==> src/pcs_map.svh <==
// Offsets, field positions, reset values and timing counts of the clock block
`ifndef PCS_MAP_SVH
`define PCS_MAP_SVH

// ****************************************************************
// Timing
// ****************************************************************
`define PCS_CLK_MHZ          200
`define PCS_PLL_RST_MIN_NS   500
`define PCS_PLL_RST_MIN_CYC  ((`PCS_PLL_RST_MIN_NS*`PCS_CLK_MHZ+999)/1000)
`define PCS_HW_RST_MIN_US    300
`define PCS_HW_RST_MIN_CYC   (`PCS_HW_RST_MIN_US*`PCS_CLK_MHZ)
`define PCS_PLL_LOCK_NS      10000
`define PCS_PLL_LOCK_CYC     ((`PCS_PLL_LOCK_NS*`PCS_CLK_MHZ+999)/1000)
`define PCS_OP_DIV           2
`define PCS_MEM_DIV          2

// ****************************************************************
// Register offsets
// ****************************************************************
`define PCS_AW               12
`define PCS_CTRL_OFS         12'h000
`define PCS_STATUS_OFS       12'h004
`define PCS_MULT_OFS         12'h008

// ****************************************************************
// Fields
// ****************************************************************
`define PCS_CTRL_MEMSYNC     0
`define PCS_CTRL_RESET       1'h0
`define PCS_ST_SRCSEL        0
`define PCS_ST_RATE_LO       1
`define PCS_ST_RATE_HI       2
`define PCS_ST_PLLRDY        3
`define PCS_ST_RSVD          4
`define PCS_ST_CORERST       5
`define PCS_ST_MEMSYNC       6
`define PCS_ST_PLLSHORT      8
`define PCS_ST_HWSHORT       9
`define PCS_ST_XSEL          10
`define PCS_ST_XPAD          11
`define PCS_MULT_LO          0
`define PCS_MULT_HI          7
`define PCS_REF_LO           8
`define PCS_REF_HI           31

// ****************************************************************
// Rate select codes and multipliers
// ****************************************************************
`define PCS_RATE_13M5        2'h0
`define PCS_RATE_14M32       2'h1
`define PCS_RATE_17M73       2'h2
`define PCS_RATE_RSVD        2'h3
`define PCS_MULT_X15         8'h0f
`define PCS_MULT_X14         8'h0e
`define PCS_MULT_X11         8'h0b
`define PCS_MULT_NONE        8'h00
`define PCS_REF_13M5_KHZ     24'h0034bc
`define PCS_REF_14M32_KHZ    24'h0037f0
`define PCS_REF_17M73_KHZ    24'h004542
`define PCS_REF_NONE_KHZ     24'h000000

`endif

==> src/pcs_pkg.sv <==
// Types shared by the clock block
package pcs_pkg;

  typedef enum logic [1:0] {
    PCS_PLL_OFF,
    PCS_PLL_LOCKING,
    PCS_PLL_RUN
  } pcs_pll_state_t;

endpackage

==> src/pcs_clkdiv.sv <==
// Clock divider that toggles its output while running
`timescale 1ns/1ps
`include "pcs_map.svh"

module pcs_clkdiv
  import pcs_pkg::*;
#(
  parameter int DIV = `PCS_OP_DIV
) (
  input  wire logic pclk,
  input  wire logic presetn,
  input  wire logic run,
  output logic      clk_out
);

  localparam int HALF = (DIV / 2 < 1) ? 1 : DIV / 2;
  localparam int CW   = (HALF > 1) ? $clog2(HALF) : 1;
  localparam logic [CW-1:0] LAST = CW'(HALF - 1);

  logic [CW-1:0] cnt_reg;
  logic [CW-1:0] cnt_next;
  logic          out_reg;
  logic          out_next;

  // ****************************************************************
  // Divider
  // ****************************************************************
  always_comb begin
    cnt_next = '0;
    out_next = 1'b0;
    if (run) begin
      if (cnt_reg == LAST) begin
        out_next = ~out_reg;
      end else begin
        out_next = out_reg;
        cnt_next = cnt_reg + CW'(1);
      end
    end
  end

  always_ff @(posedge pclk or negedge presetn) begin
    if (!presetn) begin
      cnt_reg <= '0;
      out_reg <= 1'b0;
    end else begin
      cnt_reg <= cnt_next;
      out_reg <= out_next;
    end
  end

  assign clk_out = out_reg;
endmodule

==> src/pcs_pulse_chk.sv <==
// Measures a low pulse and flags a release that came too early
`timescale 1ns/1ps
`include "pcs_map.svh"

module pcs_pulse_chk
  import pcs_pkg::*;
#(
  parameter int MIN_CYC = `PCS_PLL_RST_MIN_CYC
) (
  input  wire logic pclk,
  input  wire logic presetn,
  input  wire logic lvl_n,
  output logic      short_pulse
);

  localparam int CW = $clog2(MIN_CYC + 1);
  localparam logic [CW-1:0] MINV = CW'(MIN_CYC);

  logic [CW-1:0] cnt_reg;
  logic [CW-1:0] cnt_next;
  logic          prev_reg;
  logic          short_reg;
  logic          short_next;

  // ****************************************************************
  // Low time counter
  // ****************************************************************
  always_comb begin
    cnt_next   = '0;
    short_next = 1'b0;
    if (!lvl_n) begin
      cnt_next = (cnt_reg == MINV) ? cnt_reg : cnt_reg + CW'(1);
    end else if (!prev_reg) begin
      short_next = (cnt_reg < MINV);
    end
  end

  always_ff @(posedge pclk or negedge presetn) begin
    if (!presetn) begin
      cnt_reg   <= '0;
      prev_reg  <= 1'b1;
      short_reg <= 1'b0;
    end else begin
      cnt_reg   <= cnt_next;
      prev_reg  <= lvl_n;
      short_reg <= short_next;
    end
  end

  assign short_pulse = short_reg;
endmodule

==> src/pcs_top.sv <==
// Clock source select, PLL control and reset front end with APB registers
//
// Contract
// - Source pin low picks PLL, high picks host clock
// - PLL yields 100 MHz operating, 200 MHz display
// - Rate code sets multiplier, code 11 reserved
// - Rate code acts only when PLL selected
// - Memory clock half PLL, or host clock
//
// Decided for this implementation: register access over APB and the placing of the registers.
`timescale 1ns/1ps
`include "pcs_map.svh"

module pcs_top
  import pcs_pkg::*;
#(
  parameter int PLL_LOCK_CYC   = `PCS_PLL_LOCK_CYC,
  parameter int HW_RST_MIN_CYC = `PCS_HW_RST_MIN_CYC
) (
  input  wire logic              pclk,
  input  wire logic              presetn,
  input  wire logic              psel,
  input  wire logic              penable,
  input  wire logic              pwrite,
  input  wire logic [`PCS_AW-1:0] paddr,
  input  wire logic [31:0]       pwdata,
  output logic      [31:0]       prdata,
  output logic                   pready,
  output logic                   pslverr,
  input  wire logic              clock_source_select_pin,
  input  wire logic [1:0]        pll_input_rate_select,
  input  wire logic              host_bus_clock_input,
  input  wire logic              pll_reset_n,
  input  wire logic              hw_reset_n,
  input  wire logic              crystal_select_reserved,
  input  wire logic              crystal_pad_reserved_i,
  output logic                   crystal_pad_reserved_o,
  output logic                   crystal_pad_reserved_oe_n,
  output logic                   int_op_clk,
  output logic                   disp_ref_clk_en,
  output logic                   memory_clock_output,
  output logic                   core_reset_n,
  output logic                   pll_ready
);

  localparam int LCW = $clog2(PLL_LOCK_CYC + 1);
  localparam logic [LCW-1:0] LOCK_LAST = LCW'(PLL_LOCK_CYC - 1);

  // ****************************************************************
  // Multiplier selection
  // ****************************************************************
  logic [7:0]  mult_eff;
  logic [23:0] ref_eff;
  logic        rate_ok;

  always_comb begin
    mult_eff = `PCS_MULT_X14;
    ref_eff  = `PCS_REF_14M32_KHZ;
    rate_ok  = 1'b1;
    if (!clock_source_select_pin) begin
      case (pll_input_rate_select)
        `PCS_RATE_13M5: begin
          mult_eff = `PCS_MULT_X15;
          ref_eff  = `PCS_REF_13M5_KHZ;
        end
        `PCS_RATE_14M32: begin
          mult_eff = `PCS_MULT_X14;
          ref_eff  = `PCS_REF_14M32_KHZ;
        end
        `PCS_RATE_17M73: begin
          mult_eff = `PCS_MULT_X11;
          ref_eff  = `PCS_REF_17M73_KHZ;
        end
        default: begin
          mult_eff = `PCS_MULT_NONE;
          ref_eff  = `PCS_REF_NONE_KHZ;
          rate_ok  = 1'b0;
        end
      endcase
    end
  end

  // ****************************************************************
  // PLL control
  // ****************************************************************
  pcs_pll_state_t pll_state_reg;
  pcs_pll_state_t pll_state_next;
  logic [LCW-1:0] lock_cnt_reg;
  logic [LCW-1:0] lock_cnt_next;
  logic [7:0]     mult_reg;
  logic [23:0]    ref_reg;
  logic           pll_ready_reg;
  logic           pll_ready_next;
  logic           mult_chg;

  assign mult_chg = (mult_eff != mult_reg);

  always_comb begin
    pll_state_next = pll_state_reg;
    lock_cnt_next  = '0;
    case (pll_state_reg)
      PCS_PLL_OFF: begin
        if (pll_reset_n && rate_ok) begin
          pll_state_next = PCS_PLL_LOCKING;
        end
      end
      PCS_PLL_LOCKING: begin
        if (!pll_reset_n || !rate_ok) begin
          pll_state_next = PCS_PLL_OFF;
        end else if (!mult_chg) begin
          if (lock_cnt_reg == LOCK_LAST) begin
            pll_state_next = PCS_PLL_RUN;
          end else begin
            lock_cnt_next = lock_cnt_reg + LCW'(1);
          end
        end
      end
      PCS_PLL_RUN: begin
        if (!pll_reset_n || !rate_ok) begin
          pll_state_next = PCS_PLL_OFF;
        end else if (mult_chg) begin
          pll_state_next = PCS_PLL_LOCKING;
        end
      end
      default: begin
        pll_state_next = PCS_PLL_OFF;
      end
    endcase
    pll_ready_next = (pll_state_next == PCS_PLL_RUN);
  end

  always_ff @(posedge pclk or negedge presetn) begin
    if (!presetn) begin
      pll_state_reg <= PCS_PLL_OFF;
      lock_cnt_reg  <= '0;
      mult_reg      <= `PCS_MULT_NONE;
      ref_reg       <= `PCS_REF_NONE_KHZ;
      pll_ready_reg <= 1'b0;
    end else begin
      pll_state_reg <= pll_state_next;
      lock_cnt_reg  <= lock_cnt_next;
      mult_reg      <= mult_eff;
      ref_reg       <= ref_eff;
      pll_ready_reg <= pll_ready_next;
    end
  end

  // ****************************************************************
  // Clock outputs and core reset
  // ****************************************************************
  logic mem_sync_reg;
  logic op_div_out;
  logic mem_div_out;
  logic int_op_clk_reg;
  logic int_op_clk_next;
  logic mem_clk_reg;
  logic mem_clk_next;
  logic disp_en_reg;
  logic core_rst_n_reg;

  pcs_clkdiv #(.DIV(`PCS_OP_DIV)) u_op_div (
    .pclk    (pclk),
    .presetn (presetn),
    .run     (pll_ready_reg & ~clock_source_select_pin),
    .clk_out (op_div_out)
  );

  pcs_clkdiv #(.DIV(`PCS_MEM_DIV)) u_mem_div (
    .pclk    (pclk),
    .presetn (presetn),
    .run     (pll_ready_reg & ~mem_sync_reg),
    .clk_out (mem_div_out)
  );

  always_comb begin
    int_op_clk_next = clock_source_select_pin ? host_bus_clock_input
                                              : op_div_out;
    mem_clk_next    = mem_sync_reg ? host_bus_clock_input
                                   : mem_div_out;
  end

  always_ff @(posedge pclk or negedge presetn) begin
    if (!presetn) begin
      int_op_clk_reg <= 1'b0;
      mem_clk_reg    <= 1'b0;
      disp_en_reg    <= 1'b0;
      core_rst_n_reg <= 1'b0;
    end else begin
      int_op_clk_reg <= int_op_clk_next;
      mem_clk_reg    <= mem_clk_next;
      disp_en_reg    <= pll_ready_reg;
      core_rst_n_reg <= hw_reset_n;
    end
  end

  // ****************************************************************
  // Power-up sequence monitors
  // ****************************************************************
  logic pll_short_pulse;
  logic hw_short_pulse;

  pcs_pulse_chk #(.MIN_CYC(`PCS_PLL_RST_MIN_CYC)) u_pll_rst_chk (
    .pclk        (pclk),
    .presetn     (presetn),
    .lvl_n       (pll_reset_n),
    .short_pulse (pll_short_pulse)
  );

  pcs_pulse_chk #(.MIN_CYC(HW_RST_MIN_CYC)) u_hw_rst_chk (
    .pclk        (pclk),
    .presetn     (presetn),
    .lvl_n       (hw_reset_n),
    .short_pulse (hw_short_pulse)
  );

  // ****************************************************************
  // APB slave
  // ****************************************************************
  logic        acc;
  logic        commit;
  logic        hit;
  logic [31:0] status_word;
  logic [31:0] rd_word;
  logic [31:0] prdata_reg;
  logic [31:0] prdata_next;
  logic        pready_reg;
  logic        pready_next;
  logic        pslverr_reg;
  logic        pslverr_next;
  logic        mem_sync_next;
  logic        pll_short_reg;
  logic        pll_short_next;
  logic        hw_short_reg;
  logic        hw_short_next;

  assign acc    = psel & penable;
  assign commit = acc & pready_reg;

  always_comb begin
    status_word = '0;
    status_word[`PCS_ST_SRCSEL]  = clock_source_select_pin;
    status_word[`PCS_ST_RATE_HI:`PCS_ST_RATE_LO] = pll_input_rate_select;
    status_word[`PCS_ST_PLLRDY]  = pll_ready_reg;
    status_word[`PCS_ST_RSVD]    = ~rate_ok;
    status_word[`PCS_ST_CORERST] = ~core_rst_n_reg;
    status_word[`PCS_ST_MEMSYNC] = mem_sync_reg;
    status_word[`PCS_ST_PLLSHORT] = pll_short_reg;
    status_word[`PCS_ST_HWSHORT] = hw_short_reg;
    status_word[`PCS_ST_XSEL]    = crystal_select_reserved;
    status_word[`PCS_ST_XPAD]    = crystal_pad_reserved_i;
    rd_word = '0;
    hit     = 1'b1;
    case (paddr)
      `PCS_CTRL_OFS:   rd_word[`PCS_CTRL_MEMSYNC] = mem_sync_reg;
      `PCS_STATUS_OFS: rd_word = status_word;
      `PCS_MULT_OFS: begin
        rd_word[`PCS_MULT_HI:`PCS_MULT_LO] = mult_reg;
        rd_word[`PCS_REF_HI:`PCS_REF_LO]   = ref_reg;
      end
      default:         hit = 1'b0;
    endcase
    pready_next  = acc & ~pready_reg;
    prdata_next  = (pready_next && !pwrite) ? rd_word : '0;
    pslverr_next = pready_next & ~hit;
    mem_sync_next = mem_sync_reg;
    if (commit && pwrite && paddr == `PCS_CTRL_OFS) begin
      mem_sync_next = pwdata[`PCS_CTRL_MEMSYNC];
    end
    // Sticky flags: a new event wins over a clear in the same cycle
    pll_short_next = pll_short_pulse | (pll_short_reg & ~(commit & pwrite
                     & (paddr == `PCS_STATUS_OFS) & pwdata[`PCS_ST_PLLSHORT]));
    hw_short_next  = hw_short_pulse | (hw_short_reg & ~(commit & pwrite
                     & (paddr == `PCS_STATUS_OFS) & pwdata[`PCS_ST_HWSHORT]));
  end

  always_ff @(posedge pclk or negedge presetn) begin
    if (!presetn) begin
      prdata_reg    <= '0;
      pready_reg    <= 1'b0;
      pslverr_reg   <= 1'b0;
      mem_sync_reg  <= `PCS_CTRL_RESET;
      pll_short_reg <= 1'b0;
      hw_short_reg  <= 1'b0;
    end else begin
      prdata_reg    <= prdata_next;
      pready_reg    <= pready_next;
      pslverr_reg   <= pslverr_next;
      mem_sync_reg  <= mem_sync_next;
      pll_short_reg <= pll_short_next;
      hw_short_reg  <= hw_short_next;
    end
  end

  assign prdata                    = prdata_reg;
  assign pready                    = pready_reg;
  assign pslverr                   = pslverr_reg;
  assign int_op_clk                = int_op_clk_reg;
  assign disp_ref_clk_en           = disp_en_reg;
  assign memory_clock_output       = mem_clk_reg;
  assign core_reset_n              = core_rst_n_reg;
  assign pll_ready                 = pll_ready_reg;
  assign crystal_pad_reserved_o    = 1'b0;
  assign crystal_pad_reserved_oe_n = 1'b1;
endmodule

==> config.mk <==
export PLATFORM = sky130hd
export DESIGN_NAME = pcs_top
export DESIGN_NICKNAME = d
export VERILOG_FILES = /design/src/pcs_pkg.sv /design/src/pcs_clkdiv.sv /design/src/pcs_pulse_chk.sv /design/src/pcs_top.sv
export VERILOG_INCLUDE_DIRS = /design/src /design/src/src
export SDC_FILE = /design/constraint.sdc
export NUM_CORES = 1
export LEC_CHECK = 0
export BUFFER_PORTS_ARGS = -buffer_cell sky130_fd_sc_hd__buf_2
export CAP_MARGIN = 20
export CORE_AREA = 2 2 109 111
export DETAILED_ROUTE_END_ITERATION = 6
export DIE_AREA = 0 0 111 113
export PLACE_DENSITY_LB_ADDON = 0.2
export RECOVER_POWER = 50
export SLEW_MARGIN = 20
export SYNTH_ARGS = -nofsm -noshare
export SYNTH_HDL_FRONTEND = slang
export SYNTH_SLANG_ARGS = --single-unit
==> constraint.sdc <==
create_clock -name pclk -period 4.23 [get_ports pclk]
set_input_delay 0.2115 -clock pclk [delete_from_list [all_inputs] [get_ports pclk]]
set_output_delay 0.2115 -clock pclk [all_outputs]
set_load 0.005 [all_outputs]
==> metrics.yaml <==
status: "finished, violations left"
violations: "max-capacitance violations, max-slew violations"
report.final.hold_viol_count: 0
cts_root_buffer: "clkbuf_16"
max_slew_margin: -0.224
hold_slack_ps: 56.4
crit_family: "simple AND/OR/NAND/NOR gates"
dpl.hpwl_mm: 4.57
dp_cells: 520
finalSetupViolCount: 0
antenna_found_initial: 0
crit_buf_inv: 0
syn2layout_area_growth_pct: 17.6
drc: 0
crit_path_cell_trace: "ha_1 > nand3_1 > or4_1 > or4b_1 > nor2_2"
required_ps: 4430
gp_congestion: 0.747
synth_cells: 335
cts_max_level: 3
fp.dieH_um: 113
first_pass_iters: 5
cpPeakStageDelay_ps: 570
clkSinkCount: 75
yosysWarningCount: 0
ctsResizeCount: 0
min_period_over_period: 0.487
leakagePower_nw: 1.94
ctsLongestPathBuffers: 2
wirelength_mm: 6.52
cp-end-kind: "flip-flop"
critical_path_class: "reg2reg"
clock.fmax_mhz: 485
crit_path_max_fanout: 10
post-route-min-period_ps: 2060
num_vias: 2438
numCtsBuffers: 9
postLayoutCellArea_um2: 4160
cts_tree: "done"
initial_core_util: 0.314
layout_commonest_cell: "dfrtp_1"
place_area_um2: 3860
clock_latency_ps: 330
tns_ps: 0
drv_slew: 76
hold_buffers: 0
grt_pass1_wl_mm: 10.9
grt_overflow_total: 0
synth-edff-count: 0
tightest_slew_ps: 1840
ys_seq_elements: 75
cts_setup_buffers: 0
groute.usage.overall: 0.108
stdcell_count: 536
grt_pass1_vias: 2237
post_drt_wl_per_cell_um: 12.2
critPathArrivalTime_ps: 2260
hold_path.class: "in2reg"
rows: 39
synth_cell_types: 50
layout_common_cells: "dfrtp_1 (73), buf_2 (50), nor2_1 (34)"
core_area_um2: 11300
slowest_stage: "or4b_1"
nNetsFinal: 455
rsz0062_at_grt: "no"
synth_area_um2: 3530
finClkSkew_ps: 9.05
r2r_cells: 5
synth-main-ff-cell: "dfrtp_1"
yosysSeqAreaShare: 0.532
dr.first_iter.drc_count: 107
hold_depth: 2
syn_avg_cell_area_um2: 10.6
async_flop_share: 1.00
regArea_um2: 1880
fillers: 1121
max_cap_violations: 1
fin_util: 0.369
grt_max_degree: 76
multi_input_area_um2: 1480
io_buffers: 55
dieWidth_um: 111
ir_drop_v: 0.000181
viasPerCell: 4.55
path_depth: 5
antenna_cells: 0
path_clk_slew_ps: 60
start_kind: "flip-flop"
pin_count: 98
cellPowerDensity_nw_per_um2: 384
drive_gt1_frac: 0.226
ant_nets: 0
die_area_um2: 12500
==> cell families (layout without fill, tap and decap cells) <==
| logic type | after synthesis | count (layout) | synth area share |
|---|---|---|---|
| other | 2 | 13 | 0.00212 |
| AO/OA/AOI/OAI | 31 | 31 | 0.0563 |
| XOR/XNOR | 24 | 24 | 0.0595 |
| flip-flops | 75 | 75 | 0.532 |
| adder cells (fa/ha/maj) | 10 | 10 | 0.0354 |
| AND/OR/NAND/NOR | 148 | 148 | 0.228 |
| multiplexers | 8 | 8 | 0.0255 |
| buffers and inverters | 37 | 84 | 0.0616 |
==> through the flow <==
step	total power, mW	worst slack, ps
2_1_floorplan	0.809	2440
3_3_place_gp	0.841	1980
3_5_place_dp	0.843	1940
4_1_cts	1.62	2140
5_1_grt	1.66	2010
6_report	1.59	2170
==> power by group <==
part           internal (mW)  switching (mW)  leakage [nW]
registers              0.732          0.0110          1.00
logic                 0.0315          0.0527         0.800
clock network          0.463           0.305         0.144
==> final cells by class <==
cell class | count | area share
sequential | 75 | 0.452
multi-input combinational | 234 | 0.356
timing repair buffer | 55 | 0.0650
clock buffer | 10 | 0.0551
tap | 143 | 0.0430
clock inverter | 6 | 0.0175
inverter | 13 | 0.0117
==> final timing paths <==
path                                 start                      end  slack [ps]
min in group asynchronous          presetn  u_hw_rst_chk.cnt_reg[5]         380
hold reg to reg               core_reset_n                prdata[5]         410
setup reg to reg           lock_cnt_reg[0]          lock_cnt_reg[4]        2170
max in group asynchronous          presetn  u_hw_rst_chk.cnt_reg[4]        2770
hold / removal                   pwdata[8]            pll_short_reg          60
setup / recovery           lock_cnt_reg[0]          lock_cnt_reg[4]        2170
==> layer usage <==
layer,vias to the layer above,share of wire,track usage
li1,1214,-,-
met1,1134,0.49,0.149
met2,79,0.43,0.155
met3,11,0.061,0.0300
met4,0,0.023,0.0575
met5,-,0,0
==> cells in the mapped netlist, types with 2 or more instances <==
cell type	n	share of area
inv_1	13	0.014
clkbuf_1	3	0.0032
a31oi_1	2	0.0035
nor3b_1	4	0.0085
nand2_1	19	0.020
a21oi_1	13	0.018
o21ai_0	3	0.0042
dfrtp_1	73	0.52
mux2_2	4	0.013
xnor2_1	14	0.035
a21o_1	2	0.0042
nor2_1	34	0.036
nor3_1	9	0.013
nand3_1	11	0.016
nor4_1	6	0.011
or2_2	3	0.0053
dfstp_2	2	0.015
nor2b_1	6	0.011
ha_1	10	0.035
and2_1	8	0.014
or3_1	2	0.0035
buf_4	19	0.040
nor4bb_1	3	0.0085
nand4_1	12	0.021
mux2i_1	3	0.0085
conb_1	2	0.0021
nor2_2	9	0.016
nand2b_1	10	0.018
a22oi_1	2	0.0042
xor2_1	10	0.025
and3_1	4	0.0071
and4_1	2	0.0050
(Power assumes the default switching activity.)
